==> config.mk <==
export PLATFORM = sky130hd
export DESIGN_NAME = tcc_capcomp
export DESIGN_NICKNAME = d
export VERILOG_FILES = /design/src/tcc_pkg.sv /design/src/tcc_cap_if.sv /design/src/tcc_capture.sv /design/src/tcc_capcomp.sv
export SDC_FILE = /design/constraint.sdc
export NUM_CORES = 1
export LEC_CHECK = 0
export BUFFER_PORTS_ARGS = -buffer_cell sky130_fd_sc_hd__buf_2
export CAP_MARGIN = 0
export CELL_PAD_IN_SITES_DETAIL_PLACEMENT = 0
export CELL_PAD_IN_SITES_GLOBAL_PLACEMENT = 1
export CORE_MARGIN = 2
export CORE_UTILIZATION = 49
export CTS_CLUSTER_DIAMETER = 40
export DETAILED_ROUTE_END_ITERATION = 10
export GPL_TIMING_DRIVEN = 1
export PLACE_DENSITY_LB_ADDON = 0.08
export SETUP_SLACK_MARGIN = 0.4
export SLEW_MARGIN = 10
export SYNTH_ARGS = -nofsm -noshare
export SYNTH_HDL_FRONTEND = slang
export SYNTH_SLANG_ARGS = --single-unit
==> constraint.sdc <==
create_clock -name clk -period 2.3 [get_ports clk]
set_clock_uncertainty 0.1 [all_clocks]
set_input_delay 0.46 -clock clk [delete_from_list [all_inputs] [get_ports clk]]
set_output_delay 0.46 -clock clk [all_outputs]
set_load 0.01 [all_outputs]
==> src/tcc_pkg.sv <==
// shared constants and types of the timer capture/compare block
package tcc_pkg;
  // machine cycle states, one clock each
  typedef enum logic [2:0] {ST_S1, ST_S2, ST_S3, ST_S4, ST_S5, ST_S6} tcc_state_t;
  // special function register addresses
  localparam logic [7:0] ADDR_CAP_EDGE = 8'hEB;
  localparam logic [7:0] ADDR_CAP_BASE = 8'hA8;
  localparam logic [7:0] ADDR_CMP_BASE = 8'hC8;
  localparam logic [7:0] ADDR_SET_EN = 8'hEE;
  localparam logic [7:0] ADDR_RT_EN = 8'hEF;
  localparam logic [7:0] ADDR_IRQ_FLAGS = 8'hE8;
  localparam logic [7:0] ADDR_TIMER_CTL = 8'hEA;
  localparam logic [7:0] ADDR_IRQ_PRIO = 8'hF8;
  localparam logic [7:0] ADDR_PORT4 = 8'hC0;
  // reset values
  localparam logic [7:0] RST_CAP_EDGE = 8'h00;
  localparam logic [7:0] RST_BYTE = 8'h00;
  localparam logic [15:0] RST_WORD = 16'h0000;
  localparam logic [1:0] RST_TOG_NEXT = 2'h3;
  // flag positions in the internal flag vector
  localparam int FLG_CAP0 = 0;
  localparam int FLG_CMP_SET = 4;
  localparam int FLG_CMP_RST = 5;
  localparam int FLG_CMP_TOG = 6;
  localparam int FLG_WIDE_OVF = 7;
  localparam int FLG_BYTE_OVF = 8;
  localparam int TCTL_BYTE_OVF_BIT = 4;
  localparam int NUM_FLAGS = 9;
endpackage : tcc_pkg

==> src/tcc_cap_if.sv <==
// signals between the main block and its capture unit
`timescale 1ns/10ps
interface tcc_cap_if;
  logic [7:0] cap_cfg;
  logic [15:0] timer;
  logic smp_stb;
  logic load_stb;
  logic [3:0] hit;
  logic [3:0][15:0] value;
  modport ctl (output cap_cfg, output timer, output smp_stb, output load_stb,
               input hit, input value);
  modport unit (input cap_cfg, input timer, input smp_stb, input load_stb,
                output hit, output value);
endinterface : tcc_cap_if

==> src/tcc_capture.sv <==
// four capture channels: pin sync, edge select, capture registers
`timescale 1ns/10ps
module tcc_capture (
  // clock and reset
  input wire logic clk,
  input wire logic nrst,
  // capture pins
  input wire logic capture_input_zero,
  input wire logic capture_input_one,
  input wire logic capture_input_two,
  input wire logic capture_input_three,
  // link to main block
  tcc_cap_if.unit bus
);
  logic [3:0] pins;
  logic [3:0] sync1;
  logic [3:0] sync2;
  logic [3:0] smp;

  assign pins = {capture_input_three, capture_input_two, capture_input_one,
                 capture_input_zero};

  always_ff @(posedge clk or negedge nrst) begin
    if (!nrst) begin
      sync1 <= 4'h0;
      sync2 <= 4'h0;
    end else begin
      sync1 <= pins;
      sync2 <= sync1;
    end
  end

  genvar i;
  generate
    for (i = 0; i < 4; i++) begin : g_ch
      // bit 2i+1 falling, bit 2i rising; both set gives either edge
      always_ff @(posedge clk or negedge nrst) begin
        if (!nrst) begin
          smp[i] <= 1'b0;
          bus.hit[i] <= 1'b0;
        end else if (bus.smp_stb) begin
          smp[i] <= sync2[i];
          bus.hit[i] <= (bus.cap_cfg[2*i] & sync2[i] & ~smp[i]) |
                        (bus.cap_cfg[2*i+1] & ~sync2[i] & smp[i]);
        end
      end

      // timer value taken at the end of the cycle of the edge
      always_ff @(posedge clk or negedge nrst) begin
        if (!nrst) begin
          bus.value[i] <= tcc_pkg::RST_WORD;
        end else if (bus.load_stb && bus.hit[i]) begin
          bus.value[i] <= bus.timer;
        end
      end
    end
  endgenerate

  ////////////////////////////////////////////////////////////////////////////////
  AST_CAP_RISE: assert property (@(posedge clk) disable iff (!nrst)
    (bus.smp_stb && bus.cap_cfg[0] && sync2[0] && !smp[0]) |=> bus.hit[0])
    else $error("rising edge on channel 0 not caught");
  AST_CAP_FALL3: assert property (@(posedge clk) disable iff (!nrst)
    (bus.smp_stb && bus.cap_cfg[7] && !sync2[3] && smp[3]) |=> bus.hit[3])
    else $error("falling edge on channel 3 not caught");
  AST_CAP_OFF: assert property (@(posedge clk) disable iff (!nrst)
    (bus.smp_stb && bus.cap_cfg[3:2] == 2'h0) |=> !bus.hit[1])
    else $error("disabled channel 1 captured");
  AST_CAP_LOAD: assert property (@(posedge clk) disable iff (!nrst)
    (bus.load_stb && bus.hit[2]) |=> bus.value[2] == $past(bus.timer))
    else $error("capture register 2 not loaded");
  COV_CAP_LOAD: cover property (@(posedge clk) disable iff (!nrst)
    bus.load_stb && bus.hit[0]);
endmodule : tcc_capture

==> src/tcc_capcomp.sv <==
// timer capture/compare unit: registers, compare, port 4 and flags
// Functional notes
// - channel 3: bit 7 falling, bit 6 rising
// - channel 2: bit 5 falling, bit 4 rising
// - channel 1: bit 3 falling, bit 2 rising
// - channel 0: bit 1 falling, bit 0 rising
// - reset match clears enabled port bits 0-5
// - toggle match applies inverse of last operation
// - alternation follows only last-operation flip-flops
// - first toggle after reset sets latch
// - last-operation flops read at set-enable bits 6,7
// - compare registers cleared by reset
// - hardware change at S5, software at S1
// - hardware beats software on same bit
// - set and reset together gives reset
// - capture flags 0,1 at S4; 2,3 at S6
// - interrupt scan states per capture flag
// - flag reads happen in S5
// - compare flags set S6 of next cycle
// - overflow flags set S6 of overflow cycle
// - eight flags in register, byte overflow elsewhere
// - priority bit high means high priority
// - set match sets enabled port bits 0-5
// - inputs sampled S1, captured at cycle end
// - compare on every timer increment
`timescale 1ns/10ps
module tcc_capcomp (
  // clock and reset
  input wire logic clk,
  input wire logic nrst,
  // special function register port
  input wire logic [7:0] sfr_addr,
  input wire logic sfr_wr,
  input wire logic sfr_rd,
  input wire logic [7:0] sfr_wdata,
  output logic [7:0] sfr_rdata,
  // timer
  input wire logic [15:0] timer_value,
  input wire logic timer_inc,
  input wire logic byte_ovf,
  input wire logic wide_ovf,
  // capture pins
  input wire logic capture_input_zero,
  input wire logic capture_input_one,
  input wire logic capture_input_two,
  input wire logic capture_input_three,
  // port 4 and interrupts
  output logic [7:0] port4_out,
  output logic [8:0] irq_req,
  output logic [7:0] irq_high
);
  tcc_pkg::tcc_state_t st;
  logic [7:0] capture_edge_select;
  logic [2:0][15:0] cmp;
  logic [5:0] set_enable;
  logic [7:0] reset_toggle_enable;
  logic [1:0] tog_next;
  logic [8:0] flags;
  logic [2:0] hit;
  logic [2:0] due;
  logic ovf_wide_seen;
  logic ovf_byte_seen;
  logic sw_pend;
  logic [7:0] sw_val;
  logic [7:0] sw_mask;
  logic [2:0] eq;
  logic [5:0] set_m;
  logic [5:0] rst_m;
  logic [1:0] tog_m;
  logic [7:0] hw_mask;
  logic [7:0] next_port;
  logic [8:0] scan;
  logic [8:0] flag_set;
  logic [7:0] next_rdata;

  tcc_cap_if cif ();

  ////////////////////////////////////////////////////////////////////////////////
  // machine cycle sequencer
  always_ff @(posedge clk or negedge nrst) begin
    if (!nrst) begin
      st <= tcc_pkg::ST_S1;
    end else begin
      unique case (st)
        tcc_pkg::ST_S1: st <= tcc_pkg::ST_S2;
        tcc_pkg::ST_S2: st <= tcc_pkg::ST_S3;
        tcc_pkg::ST_S3: st <= tcc_pkg::ST_S4;
        tcc_pkg::ST_S4: st <= tcc_pkg::ST_S5;
        tcc_pkg::ST_S5: st <= tcc_pkg::ST_S6;
        tcc_pkg::ST_S6: st <= tcc_pkg::ST_S1;
        default: st <= tcc_pkg::ST_S1;
      endcase
    end
  end

  ////////////////////////////////////////////////////////////////////////////////
  // capture channels
  assign cif.cap_cfg = capture_edge_select;
  assign cif.timer = timer_value;
  assign cif.smp_stb = (st == tcc_pkg::ST_S1);
  assign cif.load_stb = (st == tcc_pkg::ST_S6);

  tcc_capture u_capture (
    .clk(clk),
    .nrst(nrst),
    .capture_input_zero(capture_input_zero),
    .capture_input_one(capture_input_one),
    .capture_input_two(capture_input_two),
    .capture_input_three(capture_input_three),
    .bus(cif.unit)
  );

  ////////////////////////////////////////////////////////////////////////////////
  // control registers
  always_ff @(posedge clk or negedge nrst) begin
    if (!nrst) begin
      capture_edge_select <= tcc_pkg::RST_CAP_EDGE;
      set_enable <= tcc_pkg::RST_BYTE[5:0];
      reset_toggle_enable <= tcc_pkg::RST_BYTE;
      irq_high <= tcc_pkg::RST_BYTE;
    end else if (sfr_wr) begin
      if (sfr_addr == tcc_pkg::ADDR_CAP_EDGE) capture_edge_select <= sfr_wdata;
      if (sfr_addr == tcc_pkg::ADDR_SET_EN) set_enable <= sfr_wdata[5:0];
      if (sfr_addr == tcc_pkg::ADDR_RT_EN) reset_toggle_enable <= sfr_wdata;
      if (sfr_addr == tcc_pkg::ADDR_IRQ_PRIO) irq_high <= sfr_wdata;
    end
  end

  genvar k;
  generate
    for (k = 0; k < 3; k++) begin : g_cmp
      localparam logic [7:0] ALO = tcc_pkg::ADDR_CMP_BASE + 8'(2 * k);
      always_ff @(posedge clk or negedge nrst) begin
        if (!nrst) begin
          cmp[k] <= tcc_pkg::RST_WORD;
        end else if (sfr_wr && sfr_addr == ALO) begin
          cmp[k][7:0] <= sfr_wdata;
        end else if (sfr_wr && sfr_addr == ALO + 8'h01) begin
          cmp[k][15:8] <= sfr_wdata;
        end
      end
      // the timer value presented with the increment is the new count
      assign eq[k] = timer_inc && (timer_value == cmp[k]);
    end
  endgenerate

  ////////////////////////////////////////////////////////////////////////////////
  // match pipeline: match cycle, then action in the following cycle
  always_ff @(posedge clk or negedge nrst) begin
    if (!nrst) begin
      hit <= 3'h0;
      due <= 3'h0;
    end else if (st == tcc_pkg::ST_S6) begin
      due <= hit | eq;
      hit <= 3'h0;
    end else begin
      hit <= hit | eq;
    end
  end

  assign set_m = due[0] ? set_enable : 6'h00;
  assign rst_m = due[1] ? reset_toggle_enable[5:0] : 6'h00;
  assign tog_m = due[2] ? reset_toggle_enable[7:6] : 2'h0;
  assign hw_mask = {tog_m, set_m | rst_m};

  always_comb begin
    next_port = port4_out;
    next_port[5:0] = (port4_out[5:0] | set_m) & ~rst_m;
    for (int j = 0; j < 2; j++) begin
      if (tog_m[j]) next_port[6 + j] = tog_next[j];
    end
  end

  // last-operation flops; the port latch itself is never consulted
  always_ff @(posedge clk or negedge nrst) begin
    if (!nrst) begin
      tog_next <= tcc_pkg::RST_TOG_NEXT;
    end else if (st == tcc_pkg::ST_S5) begin
      tog_next <= tog_next ^ tog_m;
    end
  end

  ////////////////////////////////////////////////////////////////////////////////
  // port 4 latch
  always_ff @(posedge clk or negedge nrst) begin
    if (!nrst) begin
      sw_pend <= 1'b0;
      sw_val <= tcc_pkg::RST_BYTE;
      sw_mask <= tcc_pkg::RST_BYTE;
      port4_out <= tcc_pkg::RST_BYTE;
    end else begin
      if (st == tcc_pkg::ST_S5) begin
        port4_out <= next_port;
      end else if (st == tcc_pkg::ST_S1 && sw_pend) begin
        port4_out <= (port4_out & sw_mask) | (sw_val & ~sw_mask);
      end
      if (sfr_wr && sfr_addr == tcc_pkg::ADDR_PORT4) begin
        sw_pend <= 1'b1;
        sw_val <= sfr_wdata;
        sw_mask <= (st == tcc_pkg::ST_S5) ? hw_mask : 8'h00;
      end else if (st == tcc_pkg::ST_S1) begin
        sw_pend <= 1'b0;
      end else if (st == tcc_pkg::ST_S5 && sw_pend) begin
        sw_mask <= sw_mask | hw_mask;
      end
    end
  end

  ////////////////////////////////////////////////////////////////////////////////
  // interrupt flags
  always_ff @(posedge clk or negedge nrst) begin
    if (!nrst) begin
      ovf_wide_seen <= 1'b0;
      ovf_byte_seen <= 1'b0;
    end else if (st == tcc_pkg::ST_S6) begin
      ovf_wide_seen <= 1'b0;
      ovf_byte_seen <= 1'b0;
    end else begin
      ovf_wide_seen <= ovf_wide_seen | wide_ovf;
      ovf_byte_seen <= ovf_byte_seen | byte_ovf;
    end
  end

  always_comb begin
    flag_set = 9'h000;
    if (st == tcc_pkg::ST_S4) flag_set[1:0] = cif.hit[1:0];
    if (st == tcc_pkg::ST_S6) begin
      flag_set[3:2] = cif.hit[3:2];
      flag_set[6:4] = due;
      flag_set[tcc_pkg::FLG_WIDE_OVF] = ovf_wide_seen | wide_ovf;
      flag_set[tcc_pkg::FLG_BYTE_OVF] = ovf_byte_seen | byte_ovf | ovf_wide_seen | wide_ovf;
    end
  end

  // a hardware set in the clearing cycle survives the write
  always_ff @(posedge clk or negedge nrst) begin
    if (!nrst) begin
      flags <= 9'h000;
    end else begin
      if (sfr_wr && sfr_addr == tcc_pkg::ADDR_IRQ_FLAGS) begin
        flags[7:0] <= sfr_wdata | flag_set[7:0];
      end else begin
        flags[7:0] <= flags[7:0] | flag_set[7:0];
      end
      if (sfr_wr && sfr_addr == tcc_pkg::ADDR_TIMER_CTL) begin
        flags[8] <= sfr_wdata[tcc_pkg::TCTL_BYTE_OVF_BIT] | flag_set[8];
      end else begin
        flags[8] <= flags[8] | flag_set[8];
      end
    end
  end

  // interrupt scan: each request follows its flag only in its scan states (S4 and S5 for flags 2,3; S3 and S4 for flag 6)
  always_comb begin
    scan = 9'h000;
    unique case (st)
      tcc_pkg::ST_S2: scan = 9'h191;
      tcc_pkg::ST_S3: scan = 9'h062;
      tcc_pkg::ST_S4: scan = 9'h04C;
      tcc_pkg::ST_S5: scan = 9'h00C;
      default: scan = 9'h000;
    endcase
  end

  always_ff @(posedge clk or negedge nrst) begin
    if (!nrst) begin
      irq_req <= 9'h000;
    end else begin
      irq_req <= (flags & scan) | (irq_req & ~scan);
    end
  end

  ////////////////////////////////////////////////////////////////////////////////
  // register read; the core reads in S5, so polled flags lag accordingly
  always_comb begin
    next_rdata = 8'h00;
    if (sfr_addr[7:3] == tcc_pkg::ADDR_CAP_BASE[7:3]) begin
      next_rdata = sfr_addr[0] ? cif.value[sfr_addr[2:1]][15:8] : cif.value[sfr_addr[2:1]][7:0];
    end
    for (int m = 0; m < 3; m++) begin
      if (sfr_addr == tcc_pkg::ADDR_CMP_BASE + 8'(2 * m)) next_rdata = cmp[m][7:0];
      if (sfr_addr == tcc_pkg::ADDR_CMP_BASE + 8'(2 * m + 1)) next_rdata = cmp[m][15:8];
    end
    if (sfr_addr == tcc_pkg::ADDR_CAP_EDGE) next_rdata = capture_edge_select;
    if (sfr_addr == tcc_pkg::ADDR_SET_EN) next_rdata = {tog_next, set_enable};
    if (sfr_addr == tcc_pkg::ADDR_RT_EN) next_rdata = reset_toggle_enable;
    if (sfr_addr == tcc_pkg::ADDR_IRQ_FLAGS) next_rdata = flags[7:0];
    if (sfr_addr == tcc_pkg::ADDR_TIMER_CTL) next_rdata = {3'h0, flags[8], 4'h0};
    if (sfr_addr == tcc_pkg::ADDR_IRQ_PRIO) next_rdata = irq_high;
    if (sfr_addr == tcc_pkg::ADDR_PORT4) next_rdata = port4_out;
  end

  always_ff @(posedge clk or negedge nrst) begin
    if (!nrst) begin
      sfr_rdata <= 8'h00;
    end else if (sfr_rd) begin
      sfr_rdata <= next_rdata;
    end
  end

  ////////////////////////////////////////////////////////////////////////////////
  AST_TOGGLE: assert property (@(posedge clk) disable iff (!nrst)
    (st == tcc_pkg::ST_S5 && due[2] && reset_toggle_enable[6])
    |=> (port4_out[6] == $past(tog_next[0])) && (tog_next[0] != $past(tog_next[0])))
    else $error("toggle did not follow last operation");
  AST_RESET_WINS: assert property (@(posedge clk) disable iff (!nrst)
    (st == tcc_pkg::ST_S5 && due[1:0] == 2'h3 && set_enable[0] && reset_toggle_enable[0])
    |=> !port4_out[0])
    else $error("set beat reset on port bit 0");
  AST_SET_MATCH: assert property (@(posedge clk) disable iff (!nrst)
    (st == tcc_pkg::ST_S5 && due[0] && set_enable[2] && !(due[1] && reset_toggle_enable[2]))
    |=> port4_out[2])
    else $error("set match missed port bit 2");
  AST_RESET_MATCH: assert property (@(posedge clk) disable iff (!nrst)
    (st == tcc_pkg::ST_S5 && due[1] && reset_toggle_enable[1]) |=> !port4_out[1])
    else $error("reset match missed port bit 1");
  AST_HW_WINS: assert property (@(posedge clk) disable iff (!nrst)
    (st == tcc_pkg::ST_S5 && due[1] && reset_toggle_enable[3] && sfr_wr
     && sfr_addr == tcc_pkg::ADDR_PORT4 && sfr_wdata[3] && !due[0])
    |=> (!port4_out[3]) [*5])
    else $error("software write overrode compare result");
  AST_SW_AT_S1: assert property (@(posedge clk) disable iff (!nrst)
    (st == tcc_pkg::ST_S6 && sfr_wr && sfr_addr == tcc_pkg::ADDR_PORT4)
    |-> ##2 port4_out == $past(sfr_wdata, 2))
    else $error("software port write not applied at S1");
  AST_FIRST_TOGGLE: assert property (@(posedge clk) disable iff (!nrst)
    $rose(nrst) |-> tog_next == 2'h3 && cmp[0] == 16'h0000 && cmp[2] == 16'h0000)
    else $error("reset state of toggle or compare wrong");
  AST_CAP_FLAG01: assert property (@(posedge clk) disable iff (!nrst)
    (st == tcc_pkg::ST_S4 && cif.hit[1]) |=> flags[1])
    else $error("capture flag 1 not set in S4");
  AST_CAP_FLAG23: assert property (@(posedge clk) disable iff (!nrst)
    (st != tcc_pkg::ST_S6) |=> !$rose(flags[2]))
    else $error("capture flag 2 set outside S6");
  AST_CMP_FLAG: assert property (@(posedge clk) disable iff (!nrst)
    eq[1] |-> ##[7:12] flags[tcc_pkg::FLG_CMP_RST])
    else $error("compare flag late");
  AST_OVF_FLAG: assert property (@(posedge clk) disable iff (!nrst)
    wide_ovf |-> ##[1:6] (flags[tcc_pkg::FLG_WIDE_OVF] && flags[tcc_pkg::FLG_BYTE_OVF]))
    else $error("overflow flags not set");
  AST_SCAN0: assert property (@(posedge clk) disable iff (!nrst)
    (st == tcc_pkg::ST_S2) |=> irq_req[0] == $past(flags[0]))
    else $error("flag 0 not scanned in S2");
  AST_STE_READ: assert property (@(posedge clk) disable iff (!nrst)
    (sfr_rd && sfr_addr == tcc_pkg::ADDR_SET_EN) |=> sfr_rdata[7:6] == $past(tog_next))
    else $error("last operation flops not readable");
  COV_TOGGLE: cover property (@(posedge clk) disable iff (!nrst)
    st == tcc_pkg::ST_S5 && tog_m[1]);
  COV_CONFLICT: cover property (@(posedge clk) disable iff (!nrst)
    st == tcc_pkg::ST_S5 && (set_m & rst_m) != 6'h00);
  COV_HW_SW: cover property (@(posedge clk) disable iff (!nrst)
    st == tcc_pkg::ST_S5 && sfr_wr && sfr_addr == tcc_pkg::ADDR_PORT4 && hw_mask != 8'h00);
endmodule : tcc_capcomp

==> flow_summary_export.csv <==
group,metric,value,unit
grt,antenna_found_initial,2,
grt,globalRoute.totalOverflow,0,
synthesis,synth_top_flop_cell,"dfrtp_1",
grt,grt_pass1_vias,8828,
synthesis,post_synth_inst_count,934,
die,die_width,154,um
critical_path,timing.critical_path.from_type,"primary input",
clock_tree,tritoncts,"done",
critical_path,worstSetupEndpoint,"sw_mask[4]$_DFFE_PN0P_",
layout,design_area,0.0137,sq mm
critical_path,crit_path_max_fanout,7,
synthesis,yosysSeqAreaShare,50.4,%
clock_tree,root_buffer,"clkbuf_16",
timing,final.period_utilization,81.2,%
critical_path,worst_setup_path_startpoint,"sfr_addr[0]",
timing,hold-worst-slack,0.103,ns
clock_tree,cts-buffers-inserted,34,
layout,finalNetCount,1136,
detailed_routing,dr.first_iter.drc_count,713,
grt,grt_start_max_net_pins,64,
clock_tree,clk_pin_slew,0.06,ns
synthesis,number_of_enable_flip_flop_cells_after_synthesis,0,
timing,finalSetupViolCount,0,
detailed_routing,detail_route.drc_violations,0,
pwr,power_density,747,mW/mm^2
pwr,worst_ir_drop_vdd,0.682,mV
timing,timing.final.max_slew_violations,0,
synthesis,synth_largest_area_cell,"dfrtp_1",
synthesis,syn_area_per_cell,11.8,sq um
place,finalWeightedCongestion,0.919,
die,row_count,54,
timing,totalNegativeSetupSlack,0,ns
detailed_routing,detailedRoute.firstPassIterationCount,5,
clock_tree,clk_latency,0.51,ns
place,dpl-instance-area,0.0124,sq mm
timing,final.min_clock_period,1.87,ns
synthesis,yosys.cell_types.count,71,
worst_hold_path,type_of_the_most_critical_hold_path,"in2reg",
critical_path,setup.reg_to_reg.worst_slack,0.43,ns
pwr,p_leak,6.10,nW
timing,worst-slew-pin-transition,0.536,ns
timing,setup_repair_after_global_routing_missed_its_margin,"true",
synthesis,syn-cell-area,0.0110,sq mm
clock_tree,count_of_clock_tree_sinks,222,
synthesis,synth.ff_latch_count,222,
grt,grt_pass1_wl,53400,um
layout,layout-drive-gt1-share,41.6,%
job,maxCapViolCount,0,
detailed_routing,vias,8492,
synthesis,synth_async_reset_ratio,100,%
die,initial_utilization,50.2,%
detailed_routing,vias_per_cell,6.07,
layout,num_antenna_cells,0,
die,floorplan.die_area,0.0237,sq mm
detailed_routing,ant_nets,0,
critical_path,critPathMaxStageDelay,0.57,ns
critical_path,crit_path_end_kind,"register",
grt,track_usage,29.8,%
critical_path,worst_ep_arrival_time,2.19,ns
detailed_routing,post_drt_wl_per_cell,24.8,um
critical_path,critical_path.reg2reg.endpoint,"sfr_rdata[5]$_DFFE_PN0P_",
status,run_status,"completed",
clock_tree,cts.path.max_buffers,3,
synthesis,synth_top_area_share,49.9,%
clock_tree,ctsHtreeMaxLevel,2,
place,detailed_place_hpwl,25400,um
critical_path,worstSetupPathType,"in2reg",
critical_path,crit_required,2.62,ns
layout,area.growth.synth_to_final,24.3,%
critical_path,critical_path_s_slowest_cell,"or4_4",
detailed_routing,finalWirelength,34700,um
place,io_buffer_count,75,
critical_path,cell_breakdown_of_the_critical_path,"clkbuf_4 > buf_4 > or4_4 > nor2b_4 > a21oi_1 > nand2b_4 > o21ai_0",
synthesis,yosys_warnings,0,
synthesis,ys_top_cells_by_area,"dfrtp_1 (50%), mux2_2 (17%), xnor2_1 (4.0%)",
die,io_pins,76,
die,core-area,0.0220,sq mm
critical_path,rr_worst_depth,7,
timing,fmax,536,MHz
timing,worst_slew_margin_rel,64.3,%
die,floorplan.die.height,154,um
critical_path,crit-reg2reg-launch,"u_capture.bus.value[45]$_DFFE_PN0P_",
synthesis,synthesized_netlist_net_count,977,
timing,hold_viol_final,0,
[worst min-delay path by stage]
stage | from | endpoint | depth (start not counted)
final | byte_ovf | flags[8]$_DFF_PN0_ | 3
after global placement | u_capture.sync1[1]$_DFF_PN0_ | u_capture.sync2[1]$_DFF_PN0_ | 0
after floorplan | nrst | asynchronous set/reset pin | 0
after CTS | byte_ovf | flags[8]$_DFF_PN0_ | 3
after global routing | byte_ovf | flags[8]$_DFF_PN0_ | 3
after detailed placement | u_capture.sync1[0]$_DFF_PN0_ | u_capture.sync2[0]$_DFF_PN0_ | 0
[power by group]
group	internal, mW	switching [mW]	leakage [nW]
Combinational	0.487	0.537	2.76
Clock	3.02	1.88	0.543
Sequential	4.14	0.183	2.79
[layout by cell type, fill, tap and decap left out, types with 5 or more instances in the layout]
master / n
dfrtp_1: 220
mux2_2: 167
buf_4: 91
buf_2: 72
nand2_1: 56
xnor2_1: 51
a21oi_1: 49
nor2_1: 47
clkbuf_16: 34
o21ai_0: 32
nand3_1: 21
mux2i_1: 20
mux4_2: 16
buf_12: 16
nand4_1: 13
a31oi_1: 13
inv_1: 8
nor3_1: 8
clkinv_2: 8
and3_1: 7
a22oi_1: 7
nor4_1: 6
nand3b_1: 6
a211oi_1: 6
inv_6: 6
nand2_2: 5
a221o_1: 5
o21ai_1: 5
a32oi_1: 5
o22ai_1: 5
clkbuf_8: 5
dlygate4sd3_1: 5
[through the flow]
step	utilization (%)	power, mW	setup WS [ns]	std cells
floorplan	-	4.89	0.375	934
global placement	56.7	5.35	-0.228	1327
detailed placement	56.7	5.39	-0.196	1327
CTS	62.0	10.3	0.419	1394
global route	62.5	10.6	0.358	1398
finish	62.5	10.3	0.433	1398
[sequential cells by signal, summed over array words and instances, names as in the netlist, named ones only]
signal and flops:
sfr_rdata 8, ovf_wide_seen 1, sw_pend 1, set_enable 6, hit 3, sw_val 8, irq_high 8, u_capture.bus.value 64
capture_edge_select 8, flags 9, due 3, u_capture.smp 4, tog_next 2, ovf_byte_seen 1, u_capture.bus.hit 4, u_capture.sync1 4
reset_toggle_enable 8, sw_mask 8, st 3, cmp 48, u_capture.sync2 4
[cell usage after synthesis, drive strengths merged (3+ instances only)]
| cell | count |
|---|---|
| o31ai | 4 |
| nand4 | 14 |
| and4 | 3 |
| o21ai | 38 |
| nor2b | 3 |
| a31oi | 13 |
| o41ai | 3 |
| mux4 | 16 |
| mux2i | 20 |
| o2111ai | 3 |
| a211oi | 6 |
| inv | 8 |
| nand3b | 6 |
| a311o | 3 |
| or3 | 4 |
| nand2 | 61 |
| and3 | 7 |
| a32oi | 6 |
| nand3 | 24 |
| dfrtp | 220 |
| nor2 | 51 |
| mux2 | 168 |
| nor4 | 7 |
| xnor2 | 51 |
| nor3 | 14 |
| o22ai | 5 |
| o221ai | 3 |
| a21oi | 50 |
| nor3b | 3 |
| clkbuf | 38 |
| a221oi | 5 |
| a22oi | 7 |
| or2 | 3 |
| buf | 30 |
| a221o | 5 |
| nand2b | 4 |
[cells by family after synthesis]
| kind of cell | after synthesis | synth area share (%) |
|---|---|---|
| AOI/OAI and AO/OA | 166 | 9.67 |
| xor gates and xnor gates | 53 | 4.21 |
| muxes | 204 | 22.3 |
| DFF | 222 | 50.4 |
| buffers and inverters | 77 | 3.18 |
| and+or+nand+nor | 212 | 10.3 |
[per-layer routing]
metal / track usage [%] / vias to the layer above / part of all wire, %
met5: 0 / - / 0.078
met4: 10.5 / 4 / 3.4
met3: 5.98 / 86 / 7.0
met2: 46.3 / 319 / 45
met1: 41.8 / 4326 / 44
li1: - / 3757 / -
[worst max-delay path: cells and delay by family]
kind            cells  cell delay [ns]
compound gates      2             0.31
simple gates        3             1.02
buf+inv             2             0.38
[area by class of cell]
class,instances,area (sq um)
clock buffer,43,935
timing repair buffer,190,1480
multi-input combinational,636,5210
inverter,9,33.8
tap,280,350
sequential,222,5560
clock inverter,18,155
fill,1740,8240
[what timing repair did]
| action | CTS | global route |
|---|---|---|
| gates resized for setup | 10 | 18 |
| hold endpoints to repair | 59 | 0 |
| hold buffers | 5 | 0 |
| buffers inserted | 1 | 3 |
| pin swaps | 4 | 2 |
| setup endpoints to repair | 26 | 17 |
| cloned | 0 | 1 |
No activity file was read; power rests on OpenSTA's default activity.
